### src/rtl/lucsr_pkg.sv
// Constants for the per-port line unit control and status register bank
package lucsr_pkg;

    // Register indices (byte address is four times the index)
    localparam logic [13:0] LUCSR_IDX_TX_RX_CTRL  = 14'h1000;
    localparam logic [13:0] LUCSR_IDX_TX_SHAPE    = 14'h1001;
    localparam logic [13:0] LUCSR_IDX_MAINT_CTRL  = 14'h1002;
    localparam logic [13:0] LUCSR_IDX_LIVE_STATUS = 14'h1003;
    localparam logic [13:0] LUCSR_IDX_IRQ_MASK    = 14'h1004;
    localparam logic [13:0] LUCSR_IDX_LATCHED     = 14'h1005;
    localparam logic [13:0] LUCSR_PORT_STRIDE     = 14'h0020;
    localparam logic [13:0] LUCSR_GROUP_STRIDE    = 14'h2000;
    localparam int          LUCSR_PORTS_PER_GROUP = 8;
    localparam int          LUCSR_MAX_PORTS       = 16;

    // Register slots within one port window
    localparam logic [4:0]  LUCSR_SLOT_TX_RX_CTRL  = 5'h00;
    localparam logic [4:0]  LUCSR_SLOT_TX_SHAPE    = 5'h01;
    localparam logic [4:0]  LUCSR_SLOT_MAINT_CTRL  = 5'h02;
    localparam logic [4:0]  LUCSR_SLOT_LIVE_STATUS = 5'h03;
    localparam logic [4:0]  LUCSR_SLOT_IRQ_MASK    = 5'h04;
    localparam logic [4:0]  LUCSR_SLOT_LATCHED     = 5'h05;

    // Writable bit masks
    localparam logic [7:0]  LUCSR_CTRL_WMASK   = 8'h3f;
    localparam logic [7:0]  LUCSR_SHAPE_WMASK  = 8'hf7;
    localparam logic [7:0]  LUCSR_MAINT_WMASK  = 8'hff;
    localparam logic [7:0]  LUCSR_MASK_WMASK   = 8'hff;
    localparam logic [7:0]  LUCSR_RESET_VALUE  = 8'h00;

    // Transmit/receive control fields
    localparam int LUCSR_LSC_BIT      = 0;
    localparam int LUCSR_STD_BIT      = 1;
    localparam int LUCSR_JITTER_STAGE_PLACEMENT_LSB     = 2;
    localparam int LUCSR_JITTER_BUFFER_DEPTH_LSB     = 4;
    // Transmit shape fields
    localparam int LUCSR_SHAPE_LSB    = 0;
    localparam int LUCSR_TX_LOAD_IMPEDANCE_LSB    = 4;
    localparam int LUCSR_TERM_BIT     = 6;
    localparam int LUCSR_SYNC_BIT     = 7;
    // Maintenance fields
    localparam int LUCSR_TE_BIT       = 0;
    localparam int LUCSR_RPD_BIT      = 1;
    localparam int LUCSR_TPD_BIT      = 2;
    localparam int LUCSR_LB_LSB       = 3;
    localparam int LUCSR_AUTO_AIS_BIT = 6;
    localparam int LUCSR_MAN_AIS_BIT  = 7;

    // Jitter buffer depths in bits
    localparam logic [7:0] LUCSR_DEPTH_128 = 8'h80;
    localparam logic [7:0] LUCSR_DEPTH_64  = 8'h40;
    localparam logic [7:0] LUCSR_DEPTH_32  = 8'h20;
    localparam logic [7:0] LUCSR_DEPTH_16  = 8'h10;

    // Loss-of-signal criteria codes
    localparam logic [1:0] LUCSR_LOS_G775   = 2'h0;
    localparam logic [1:0] LUCSR_LOS_ETS    = 2'h1;
    localparam logic [1:0] LUCSR_LOS_T1231  = 2'h2;

    // Transmit source codes
    localparam logic [1:0] LUCSR_TXSRC_DATA  = 2'h0;
    localparam logic [1:0] LUCSR_TXSRC_ALARM = 2'h1;
    localparam logic [1:0] LUCSR_TXSRC_SYNC  = 2'h2;

    // Loopback codes
    localparam logic [2:0] LUCSR_LB_NONE     = 3'h0;
    localparam logic [2:0] LUCSR_LB_DUAL     = 3'h5;

endpackage : lucsr_pkg

### src/rtl/lucsr_regs.sv
// APB register bank for the per-port line unit control and status registers
`timescale 1ns/1ps
`default_nettype none

// Overview of operation
// - Depth field codes 00..11 give buffer depth 128, 64, 32, 16 bits.
// - Placement field: 00 receive path, 01 transmit path, 10/11 disabled.
// - Line standard bit: 0 selects E1, 1 selects T1 or J1.
// - Loss criteria bit picks G.775 or ETS in E1; T1.231 always in T1/J1.
// - Sync clock bit sends 2.048MHz clock instead of data.
// - Termination bit switches internal transmit termination on or off.
// - Three-bit pulse shape field selects the transmit waveshape per line standard.
// - Manual alarm bit sends unframed all-ones, ignoring framer data.
// - Automatic alarm bit sends all-ones while loss of signal is seen.
// - Loopback field selects none, remote, analog, local or dual; 110/111 reserved.
// - Transmit power-down bit powers transmitter off and floats line outputs.
// - Receiver power-down bit powers receiver off.
// - Output enable bit drives line outputs; external enable pin overrides it.
// - Live status shows over-equalized bit 5 and under-equalized bit 4.
// - Live status shows receive short bit 3 and transmit short bit 2.
// - Live status bit 1 shows transmit open circuit while present.
// - Live status bit 0 shows receive loss of signal while present.
// - Port copies sit at base plus 20h per port plus 2000h per eight ports.
// - Mask bit 1 lets its latched event interrupt; 0 blocks it.
// - Latched bits set on detection and removal, hold until cleared.
module lucsr_regs #(
    parameter int N_PORTS = 16
) (
    // Clock and reset
    input  wire logic                          clock,
    input  wire logic                          reset_n,
    // APB slave
    input  wire logic                          psel,
    input  wire logic                          penable,
    input  wire logic                          pwrite,
    input  wire logic [15:0]                   paddr,
    input  wire logic [31:0]                   pwdata,
    input  wire logic [3:0]                    pstrb,
    output logic                               pready,
    output logic [31:0]                        prdata,
    output logic                               pslverr,
    // Live conditions from the analog front end, per port
    input  wire logic [N_PORTS-1:0]            equalizer_over,
    input  wire logic [N_PORTS-1:0]            equalizer_under,
    input  wire logic [N_PORTS-1:0]            rx_short_live,
    input  wire logic [N_PORTS-1:0]            tx_short_live,
    input  wire logic [N_PORTS-1:0]            tx_open_live,
    input  wire logic [N_PORTS-1:0]            signal_loss_live,
    input  wire logic [N_PORTS-1:0]            jitter_limit_live,
    // External transmit enable pin
    input  wire logic                          tx_enable_pin,
    // Jitter attenuator steering
    output logic [N_PORTS-1:0][7:0]            jitter_buffer_depth,
    output logic [N_PORTS-1:0]                 jitter_in_rx_path,
    output logic [N_PORTS-1:0]                 jitter_in_tx_path,
    // Line standard and receive controls
    output logic [N_PORTS-1:0]                 line_standard_select,
    output logic [N_PORTS-1:0][1:0]            signal_loss_criteria,
    output logic [N_PORTS-1:0]                 rx_power_down,
    // Transmit controls
    output logic [N_PORTS-1:0]                 tx_termination_on,
    output logic [N_PORTS-1:0][1:0]            tx_load_impedance,
    output logic [N_PORTS-1:0][2:0]            tx_pulse_shape,
    output logic [N_PORTS-1:0][1:0]            tx_source,
    output logic [N_PORTS-1:0]                 tx_power_down,
    output logic [N_PORTS-1:0]                 tx_line_oe,
    output logic [N_PORTS-1:0][2:0]            loopback_select,
    // Masked latched events, per port
    output logic [N_PORTS-1:0]                 port_irq
);
    import lucsr_pkg::*;

    // Port select is four bits wide, so sixteen ports at most
    if (N_PORTS < 1 || N_PORTS > LUCSR_MAX_PORTS) begin : g_bad_ports
        $error("N_PORTS must be 1 to 16");
    end

    typedef struct packed {
        logic [N_PORTS-1:0][7:0] ctrl;
        logic [N_PORTS-1:0][7:0] shape;
        logic [N_PORTS-1:0][7:0] maint;
        logic [N_PORTS-1:0][7:0] mask;
        logic [N_PORTS-1:0][7:0] latched;
        logic [N_PORTS-1:0][3:0] cond_prev;
        logic [31:0]             rdata;
    } lucsr_state_t;

    lucsr_state_t state_r;
    lucsr_state_t state_nxt;

    ////////////////////////////////////////////////////////////////////////////////
    // Address decode

    logic [13:0] idx;
    logic [4:0]  slot;
    logic [3:0]  port_sel;
    logic        hit;
    logic        wr_en;
    logic        rd_setup;

    // Upper group adds 2000h and 8*20h, so bit 8 always equals bit 13
    always_comb begin
        idx      = paddr[15:2];
        slot     = idx[4:0];
        port_sel = {idx[13], idx[7:5]};
        hit      = (paddr[1:0] == 2'h0)
                && (idx[12:9] == LUCSR_IDX_TX_RX_CTRL[12:9])
                && (idx[8] == idx[13])
                && (slot <= LUCSR_SLOT_LATCHED)
                && (32'(port_sel) < 32'(N_PORTS));
        wr_en    = psel && penable && pwrite && hit && pstrb[0];
        rd_setup = psel && !penable && !pwrite;
    end

    // Zero wait states; unmapped addresses answer with an error
    assign pready  = 1'b1;
    assign pslverr = psel && penable && !hit;
    assign prdata  = state_r.rdata;

    ////////////////////////////////////////////////////////////////////////////////
    // Live status and next state

    logic [N_PORTS-1:0][7:0] live;
    logic [N_PORTS-1:0][3:0] cond;

    always_comb begin
        state_nxt = state_r;
        for (int p = 0; p < N_PORTS; p++) begin
            live[p] = {2'h0, equalizer_over[p], equalizer_under[p],
                       rx_short_live[p], tx_short_live[p],
                       tx_open_live[p], signal_loss_live[p]};
            cond[p] = {jitter_limit_live[p], tx_open_live[p],
                       tx_short_live[p], signal_loss_live[p]};
            state_nxt.cond_prev[p] = cond[p];

            if (wr_en && port_sel == p[3:0]) begin
                unique case (slot)
                    LUCSR_SLOT_TX_RX_CTRL:
                        state_nxt.ctrl[p] = pwdata[7:0] & LUCSR_CTRL_WMASK;
                    LUCSR_SLOT_TX_SHAPE:
                        state_nxt.shape[p] = pwdata[7:0] & LUCSR_SHAPE_WMASK;
                    LUCSR_SLOT_MAINT_CTRL:
                        state_nxt.maint[p] = pwdata[7:0] & LUCSR_MAINT_WMASK;
                    LUCSR_SLOT_IRQ_MASK:
                        state_nxt.mask[p] = pwdata[7:0] & LUCSR_MASK_WMASK;
                    LUCSR_SLOT_LATCHED:
                        state_nxt.latched[p] = state_r.latched[p] & ~pwdata[7:0];
                    default: ;
                endcase
            end

            // Rising edge sets low nibble, falling edge high nibble; set beats clear
            state_nxt.latched[p] = state_nxt.latched[p]
                                 | {~cond[p] & state_r.cond_prev[p],
                                     cond[p] & ~state_r.cond_prev[p]};
        end

        // Read data captured in setup so access phase sees a flop
        if (rd_setup) begin
            state_nxt.rdata = 32'h0000_0000;
            if (hit) begin
                unique case (slot)
                    LUCSR_SLOT_TX_RX_CTRL:
                        state_nxt.rdata[7:0] = state_r.ctrl[port_sel];
                    LUCSR_SLOT_TX_SHAPE:
                        state_nxt.rdata[7:0] = state_r.shape[port_sel];
                    LUCSR_SLOT_MAINT_CTRL:
                        state_nxt.rdata[7:0] = state_r.maint[port_sel];
                    LUCSR_SLOT_LIVE_STATUS:
                        state_nxt.rdata[7:0] = live[port_sel];
                    LUCSR_SLOT_IRQ_MASK:
                        state_nxt.rdata[7:0] = state_r.mask[port_sel];
                    LUCSR_SLOT_LATCHED:
                        state_nxt.rdata[7:0] = state_r.latched[port_sel];
                    default: ;
                endcase
            end
        end
    end

    always_ff @(posedge clock or negedge reset_n) begin
        if (!reset_n) begin
            state_r <= '0;
        end else begin
            state_r <= state_nxt;
        end
    end

    ////////////////////////////////////////////////////////////////////////////////
    // Per-port decode of control fields

    for (genvar g = 0; g < N_PORTS; g++) begin : g_port
        logic [1:0] depth_code;
        logic [1:0] place_code;
        logic       alarm;

        assign depth_code = state_r.ctrl[g][LUCSR_JITTER_BUFFER_DEPTH_LSB +: 2];
        assign place_code = state_r.ctrl[g][LUCSR_JITTER_STAGE_PLACEMENT_LSB +: 2];

        always_comb begin
            unique case (depth_code)
                2'h0: jitter_buffer_depth[g] = LUCSR_DEPTH_128;
                2'h1: jitter_buffer_depth[g] = LUCSR_DEPTH_64;
                2'h2: jitter_buffer_depth[g] = LUCSR_DEPTH_32;
                2'h3: jitter_buffer_depth[g] = LUCSR_DEPTH_16;
            endcase
        end

        assign jitter_in_rx_path[g] = (place_code == 2'h0);
        assign jitter_in_tx_path[g] = (place_code == 2'h1);

        assign line_standard_select[g] = state_r.ctrl[g][LUCSR_STD_BIT];

        // T1/J1 ignores the criteria bit
        assign signal_loss_criteria[g] = state_r.ctrl[g][LUCSR_STD_BIT] ? LUCSR_LOS_T1231
                                       : state_r.ctrl[g][LUCSR_LSC_BIT] ? LUCSR_LOS_ETS
                                       : LUCSR_LOS_G775;

        assign tx_termination_on[g] = state_r.shape[g][LUCSR_TERM_BIT];
        assign tx_load_impedance[g] = state_r.shape[g][LUCSR_TX_LOAD_IMPEDANCE_LSB +: 2];
        // Meaning of the shape code follows the line standard bit downstream
        assign tx_pulse_shape[g]    = state_r.shape[g][LUCSR_SHAPE_LSB +: 3];

        assign alarm = state_r.maint[g][LUCSR_MAN_AIS_BIT]
                     | (state_r.maint[g][LUCSR_AUTO_AIS_BIT] & signal_loss_live[g]);

        // Alarm wins over sync clock: all-ones must reach the far end
        assign tx_source[g] = alarm ? LUCSR_TXSRC_ALARM
                            : state_r.shape[g][LUCSR_SYNC_BIT] ? LUCSR_TXSRC_SYNC
                            : LUCSR_TXSRC_DATA;

        // Reserved loopback codes fall back to none
        assign loopback_select[g] = (state_r.maint[g][LUCSR_LB_LSB +: 3] > LUCSR_LB_DUAL)
                                  ? LUCSR_LB_NONE
                                  : state_r.maint[g][LUCSR_LB_LSB +: 3];

        assign tx_power_down[g] = state_r.maint[g][LUCSR_TPD_BIT];
        assign rx_power_down[g] = state_r.maint[g][LUCSR_RPD_BIT];

        // Pin low forces high impedance whatever the bit says
        assign tx_line_oe[g] = state_r.maint[g][LUCSR_TE_BIT] && tx_enable_pin
                            && !state_r.maint[g][LUCSR_TPD_BIT];

        assign port_irq[g] = |(state_r.latched[g] & state_r.mask[g]);
    end

endmodule : lucsr_regs

`default_nettype wire

### config.mk
export PLATFORM = sky130hd
export DESIGN_NAME = lucsr_regs
export DESIGN_NICKNAME = d
export VERILOG_FILES = /design/src/rtl/lucsr_pkg.sv /design/src/rtl/lucsr_regs.sv
export SDC_FILE = /design/constraint.sdc
export NUM_CORES = 1
export LEC_CHECK = 0
export BUFFER_PORTS_ARGS = -buffer_cell sky130_fd_sc_hd__buf_2
export CORE_MARGIN = 10
export CORE_UTILIZATION = 40
export CTS_CLUSTER_SIZE = 8
export DETAILED_ROUTE_END_ITERATION = 8
export PLACE_DENSITY = 0.73
export SYNTH_ARGS = -nofsm -noshare
export SYNTH_HDL_FRONTEND = slang
export SYNTH_SLANG_ARGS = --single-unit
export TNS_END_PERCENT = 5
### constraint.sdc
create_clock -name clock -period 6.2 [get_ports clock]
set_clock_uncertainty 0.2 [all_clocks]
set_input_delay 0.31 -clock clock [delete_from_list [all_inputs] [get_ports clock]]
set_output_delay 0.31 -clock clock [all_outputs]
set_load 0.005 [all_outputs]
==> results of run 1 <==
## power groups by stage
stage | sequential, mW | combinational, mW | clock, mW
6_report | 4.37 | 0.544 | 4.55
5_1_grt | 4.37 | 0.583 | 4.75
4_1_cts | 4.37 | 0.540 | 4.58
3_5_place_dp | 4.44 | 0.496 | 0
3_3_place_gp | 4.44 | 0.491 | 0
2_1_floorplan | 4.44 | 0.260 | 0
## through the flow
step | cell area [sq um] | hold slack [ns] | utilization [%] | setup WS [ns]
after floorplan | 34500 | -0.186 | - | 3.53
after global placement | 36300 | 0.227 | 42.7 | 1.96
after detailed placement | 36300 | 0.237 | 42.7 | 1.89
after CTS | 39400 | 0.0708 | 46.4 | 2.55
after global routing | 39400 | 0.139 | 46.4 | 2.37
final | 39400 | 0.125 | 46.4 | 2.42
## path summary, 6_finish.rpt
check                                   from                 endpoint  cells after the start
worst max-delay path                paddr[5]             state_r[591]                      7
worst min-delay path                paddr[9]                prdata[5]                      3
worst max register to register  state_r[191]                prdata[7]                      6
worst min register to register   state_r[67]             state_r[163]                      1
max in group asynchronous            reset_n             state_r[230]                      3
min in group asynchronous            reset_n  g_port[2].depth_code[1]                      2
## metal layers
layer | wire (um) | vias to the layer above | track usage [%]
li1 | - | 10400 | -
met1 | 49800 | 13300 | 32.4
met2 | 63300 | 1598 | 43.0
met3 | 13700 | 323 | 8.10
met4 | 5920 | 10 | 10.4
met5 | 70 | - | 0
## cell usage after synthesis, types with 8 or more instances
cell type	n	area, sq um
nand2_1	71	267
inv_1	146	548
nor2_2	11	68.8
mux2i_1	17	170
nor2b_1	102	638
nor2_1	78	293
and2_1	27	169
mux2_2	459	5170
buf_1	14	52.6
buf_4	281	2110
mux4_2	173	3900
a21boi_0	16	120
clkbuf_1	90	338
a21o_1	16	120
nand3_1	26	130
o22ai_1	8	50.1
a22oi_1	97	728
dfrtp_1	664	16600
nand4_1	20	125
a31oi_1	10	62.6
buf_2	29	145
nor4_1	8	50.1
and3b_1	17	149
a21oi_1	22	110
o21ai_0	262	1310
## state kept, by name, indices dropped and copies added (netlist names)
name and flops:
prdata 8, g_port.depth_code 32, tx_power_down 16, g_port.place_code 32
tx_pulse_shape 48, tx_load_impedance 32, rx_power_down 16, tx_termination_on 16
line_standard_select 16, state_r 448
## cell usage in the layout (no fill, tap or decap), types with 6 or more instances in the layout
| master | netlist | layout |
|---|---|---|
| nand3_2 | 6 | 6 |
| nor2_1 | 78 | 78 |
| a21boi_0 | 16 | 16 |
| nand4_1 | 20 | 20 |
| a31oi_1 | 10 | 10 |
| mux4_2 | 173 | 173 |
| a22o_1 | 7 | 7 |
| conb_1 | 2 | 89 |
| nand3_1 | 26 | 26 |
| inv_1 | 146 | 146 |
| a21oi_1 | 22 | 22 |
| buf_2 | 29 | 531 |
| o22ai_1 | 8 | 8 |
| a221oi_1 | 7 | 7 |
| a22oi_1 | 97 | 97 |
| nand2_1 | 71 | 71 |
| nor3_2 | 5 | 6 |
| nor2b_1 | 102 | 102 |
| a21o_1 | 16 | 16 |
| clkbuf_16 | 0 | 96 |
| buf_4 | 281 | 26 |
| dlygate4sd3_1 | 0 | 65 |
| o21ai_0 | 262 | 262 |
| and2_1 | 27 | 27 |
| dfrtp_1 | 664 | 664 |
| nor4_1 | 8 | 7 |
| mux2i_1 | 17 | 17 |
| mux2_2 | 459 | 459 |
| nor2_2 | 11 | 11 |
| and3b_1 | 17 | 17 |
## worst max-delay path, cell delays in order
cell and delay, ns:
buf_2 0.18, nor4_1 0.57, nand3_1 0.28, nor3_2 0.75, nand3_2 0.60, nor2_1 0.97, mux2_2 0.42
## kinds of logic after synthesis
family,synth area share (%)
AOI/OAI and AO/OA,8.28
xor gates and xnor gates,0.0256
buffers and inverters,9.35
DFF,48.6
muxes,27.2
other,0.0220
and+or+nand+nor,6.53
## final cells by class
cell class / instances / area (sq um) / area share [%]
tap: 1144 / 1430 / 3.63
clock buffer: 98 / 2410 / 6.11
sequential: 664 / 16600 / 42.1
clock inverter: 5 / 51.3 / 0.130
multi-input combinational: 1614 / 14700 / 37.3
antenna: 2 / 5.00 / 0.0127
timing repair buffer: 631 / 3660 / 9.28
inverter: 147 / 552 / 1.40
## repair_timing
item / 4_1_cts / 5_1_grt
hold endpoints to repair: 299 / 0
endpoints found under the setup margin: 0 / 0
setup buffers: 0 / 0
hold buffers: 65 / 0
==> impl_metrics.json, run 1 <==
{
  "wl_per_cell_um": 30.9,
  "tightest_slew_ns": 1.17,
  "final_nets": 3321,
  "final_antenna_net_count": 0,
  "power_frac_comb_pct": 5.7,
  "slew_headroom_pct": 21.7,
  "grt_pass1_wl_um": 191000,
  "path_class": "in2reg",
  "ir_worst_vdd_uv": 191,
  "place_hpwl_um": 99300,
  "power.total_mw": 9.47,
  "cp_max_fo": 10,
  "drive_above_1_share_pct": 42.3,
  "hold_viol": 0,
  "die_width_um": 312,
  "syn_area_sq_um": 34200,
  "viasPerCell": 5.94,
  "dr.pass1.iters": 6,
  "num_rows": 107,
  "fin_setup_tns_ns": 0,
  "critPathArrivalTime_ns": 4.10,
  "finalMaxSlewViolations": 0,
  "synth.yosys.seq_area_share_pct": 48.6,
  "setup_violations": 0,
  "place_congestion": 0.976,
  "swShare_pct": 23.7,
  "synth_warnings": 0,
  "routed_wl_um": 133000,
  "fin_crit_sh_pct": 61.0,
  "status": "completed",
  "ys_async_sr_fraction_pct": 100,
  "drtIter0Drc": 3036,
  "num_io_pins": 652,
  "port_buffers": 535,
  "seq_power_share_pct": 46.2,
  "numCtsBuffers": 93,
  "grt_pass1_vias": 26200,
  "fp.dieH_um": 312,
  "drc": 0,
  "finalCriticalPeriod_ns": 3.78,
  "r2r_slack_ns": 3.16,
  "clock-sinks": 664,
  "end_kind": "register",
  "cts.htree.levels": 3,
  "vias": 25600,
  "cts_tree": "built",
  "dieArea_sq_um": 97600,
  "overflow": 0,
  "p_per_area_nw_per_um2": 240,
  "syn-instance-count": 2752,
  "avgSynthCellArea_sq_um": 12.4,
  "synth_ff_type": "dfrtp_1",
  "dp.cells": 4135,
  "ys_seq_elements": 664,
  "required_ns": 6.52,
  "power_switching_mw": 2.24,
  "grt_start_max_net_pins": 179,
  "maxCapViolCount": 0,
  "synth_edf_count": 0,
  "grt_setup_unrepaired": "false",
  "post_cts_resized": 0,
  "globalRouteTotalUtil_pct": 26.4,
  "p_int_mw": 7.23,
  "power.clock.fraction_pct": 48.1,
  "min_path_type": "in2reg",
  "cts_buffer_depth": 3,
  "core_sq_um": 85000,
  "antenna_found_initial": 9,
  "fill_cells": 7690,
  "cp-start-kind": "input pin",
  "final_cells": 4305,
  "cts_root_buf": "clkbuf_16",
  "area_growth_pct": 15.4,
  "clk_latency_ns": 0.65,
  "start_util_pct": 40.2,
  "fmax_ghz": 0.264,
  "path_clk_slew_ns": 0.05,
  "synth_cell_type_count": 59,
  "power.leakage_nw": 19.1
}
(Power assumes the default switching activity.)
==> run 2: changes to the inputs <==
--- a/config.mk
+++ b/config.mk
@@ -10,7 +10,7 @@
 export CORE_UTILIZATION = 40
 export CTS_CLUSTER_SIZE = 8
 export DETAILED_ROUTE_END_ITERATION = 8
-export PLACE_DENSITY = 0.73
+export PLACE_DENSITY = 0.75
 export SYNTH_ARGS = -nofsm -noshare
 export SYNTH_HDL_FRONTEND = slang
 export SYNTH_SLANG_ARGS = --single-unit
==> constraint.sdc (replaced) <==
create_clock -name clock -period 3.2 [get_ports clock]
set_clock_uncertainty 0.2 [all_clocks]
set_input_delay 0.16 -clock clock [delete_from_list [all_inputs] [get_ports clock]]
set_output_delay 0.16 -clock clock [all_outputs]
set_load 0.005 [all_outputs]
==> run 2 against run 1 <==
Against the previous run: global-route usage up 0.47 points; total power up 94%; register-to-register slack worse by 2.6 ns; worst setup slack worse by 1.9 ns; first-iteration DRC count up 3.1%; combinational power up 110%; critical path type unchanged; critical endpoint is now state_r[163].
==> impl_metrics.json, run 2 (same netlist as run 1, synthesis figures left out) <==
{
  "post_cts_resized": 0,
  "dp_slack_ns": 0.137,
  "cts_buffer_depth": 3,
  "final_cells": 4427,
  "fin_setup_tns_ns": 0,
  "ir_worst_vdd_uv": 358,
  "start_util_pct": 40.2,
  "finalMaxSlewViolations": 0,
  "cts-hold-fix-buffers": 71,
  "grt_pass1_wl_um": 194000,
  "fmax_ghz": 0.370,
  "final_util_pct": 47.6,
  "viasPerCell": 5.95,
  "drive_above_1_share_pct": 44.3,
  "cts_tree": "built",
  "fin_crit_sh_pct": 84.5,
  "overflow": 0,
  "finalCriticalPeriod_ns": 2.70,
  "power.leakage_nw": 19.8,
  "cp-start-kind": "input pin",
  "placed_area_sq_um": 37300,
  "setup_violations": 0,
  "die_width_um": 312,
  "grt_pass1_vias": 26700,
  "post_cts_buffers": 0,
  "place_congestion": 0.994,
  "area_growth_pct": 18.5,
  "fp.dieH_um": 312,
  "clk_latency_ns": 0.65,
  "globalRouteTotalUtil_pct": 26.8,
  "cts.htree.levels": 3,
  "tightest_slew_ns": 0.924,
  "hold_viol": 0,
  "cp_max_fo": 18,
  "dr.pass1.iters": 6,
  "cts_root_buf": "clkbuf_16",
  "required_ns": 3.50,
  "dp.cells": 4254,
  "status": "completed",
  "end_kind": "register",
  "grt_setup_unrepaired": "false",
  "min_path_type": "in2reg",
  "p_per_area_nw_per_um2": 452,
  "port_buffers": 535,
  "fin_area_sq_um": 40500,
  "layout_commonest_cell": "dfrtp_1",
  "hold_slack_ns": 0.0230,
  "final_antenna_net_count": 0,
  "largest_reg_flops": 448,
  "num_rows": 107,
  "drc": 0,
  "critPathArrivalTime_ns": 3.00,
  "path_class": "in2reg",
  "dieArea_sq_um": 97600,
  "path_clk_slew_ns": 0.05,
  "power.total_mw": 18.3,
  "grt_start_max_net_pins": 99,
  "maxCapViolCount": 0,
  "numCtsBuffers": 93,
  "max_flop_register": "state_r",
  "clock-sinks": 664,
  "final_cell_mix": "dfrtp_1 (664), buf_2 (531), mux2_2 (459)",
  "num_io_pins": 652,
  "routed_wl_um": 135000,
  "core_sq_um": 85000,
  "place_hpwl_um": 103000,
  "vias": 26300,
  "drtIter0Drc": 3130,
  "final_nets": 3446,
  "fin_ws_ns": 0.496,
  "wl_per_cell_um": 30.6,
  "antenna_found_initial": 7,
  "slew_headroom_pct": 38.4
}
run 2: changes by cell type in the layout (fill, tap and decap cells not counted), sizes merged:
| cell | delta |
|---|---|
| buf | +120 |
| clkbuf | -2 |
| diode | +1 |
| dlygate4sd3 | +5 |
| inv | -2 |
run 2: layout make-up:
type,count,area (sq um)
fill,7670,44500
clock buffer,96,2390
multi-input combinational,1614,14700
inverter,147,552
antenna,3,7.51
clock inverter,3,18.8
sequential,664,16600
tap,1144,1430
timing repair buffer,756,4770
run 2: metal layers:
metal / track usage (%) / share of wire [%] / up-vias
met5: 0 / 0.012 / -
met3: 7.92 / 10 / 320
met1: 33.4 / 37 / 13700
li1: - / - / 10600
met2: 43.5 / 48 / 1708
met4: 10.8 / 4.5 / 2
run 2: power breakdown:
group          total [mW]  internal, mW  switching (mW)
sequential           8.47          8.45          0.0199
clock                8.70          5.18            3.51
combinational        1.15         0.376           0.772
run 2: worst paths after layout:
check / end / cells past startpoint / slack, ns / start
worst min-delay path: state_r[47] / 2 / 0.02 / jitter_limit_live[3]
worst max-delay path: state_r[163] / 9 / 0.50 / paddr[2]
worst max register to register: prdata[7] / 6 / 0.57 / state_r[127]
worst min register to register: state_r[99] / 1 / 0.24 / state_r[35]
min in group asynchronous: line_standard_select[5] / 3 / 0.12 / reset_n
max in group asynchronous: rx_power_down[12] / 3 / 2.12 / reset_n
run 2: worst max-delay path, cell delays in order:
cell           delay [ns]
dlygate4sd3_1        0.64
buf_2                0.20
buf_4                0.29
nor2b_1              0.19
and2_1               0.33
buf_12               0.23
nand2_1              0.46
o21ai_0              0.34
o21ai_0              0.12
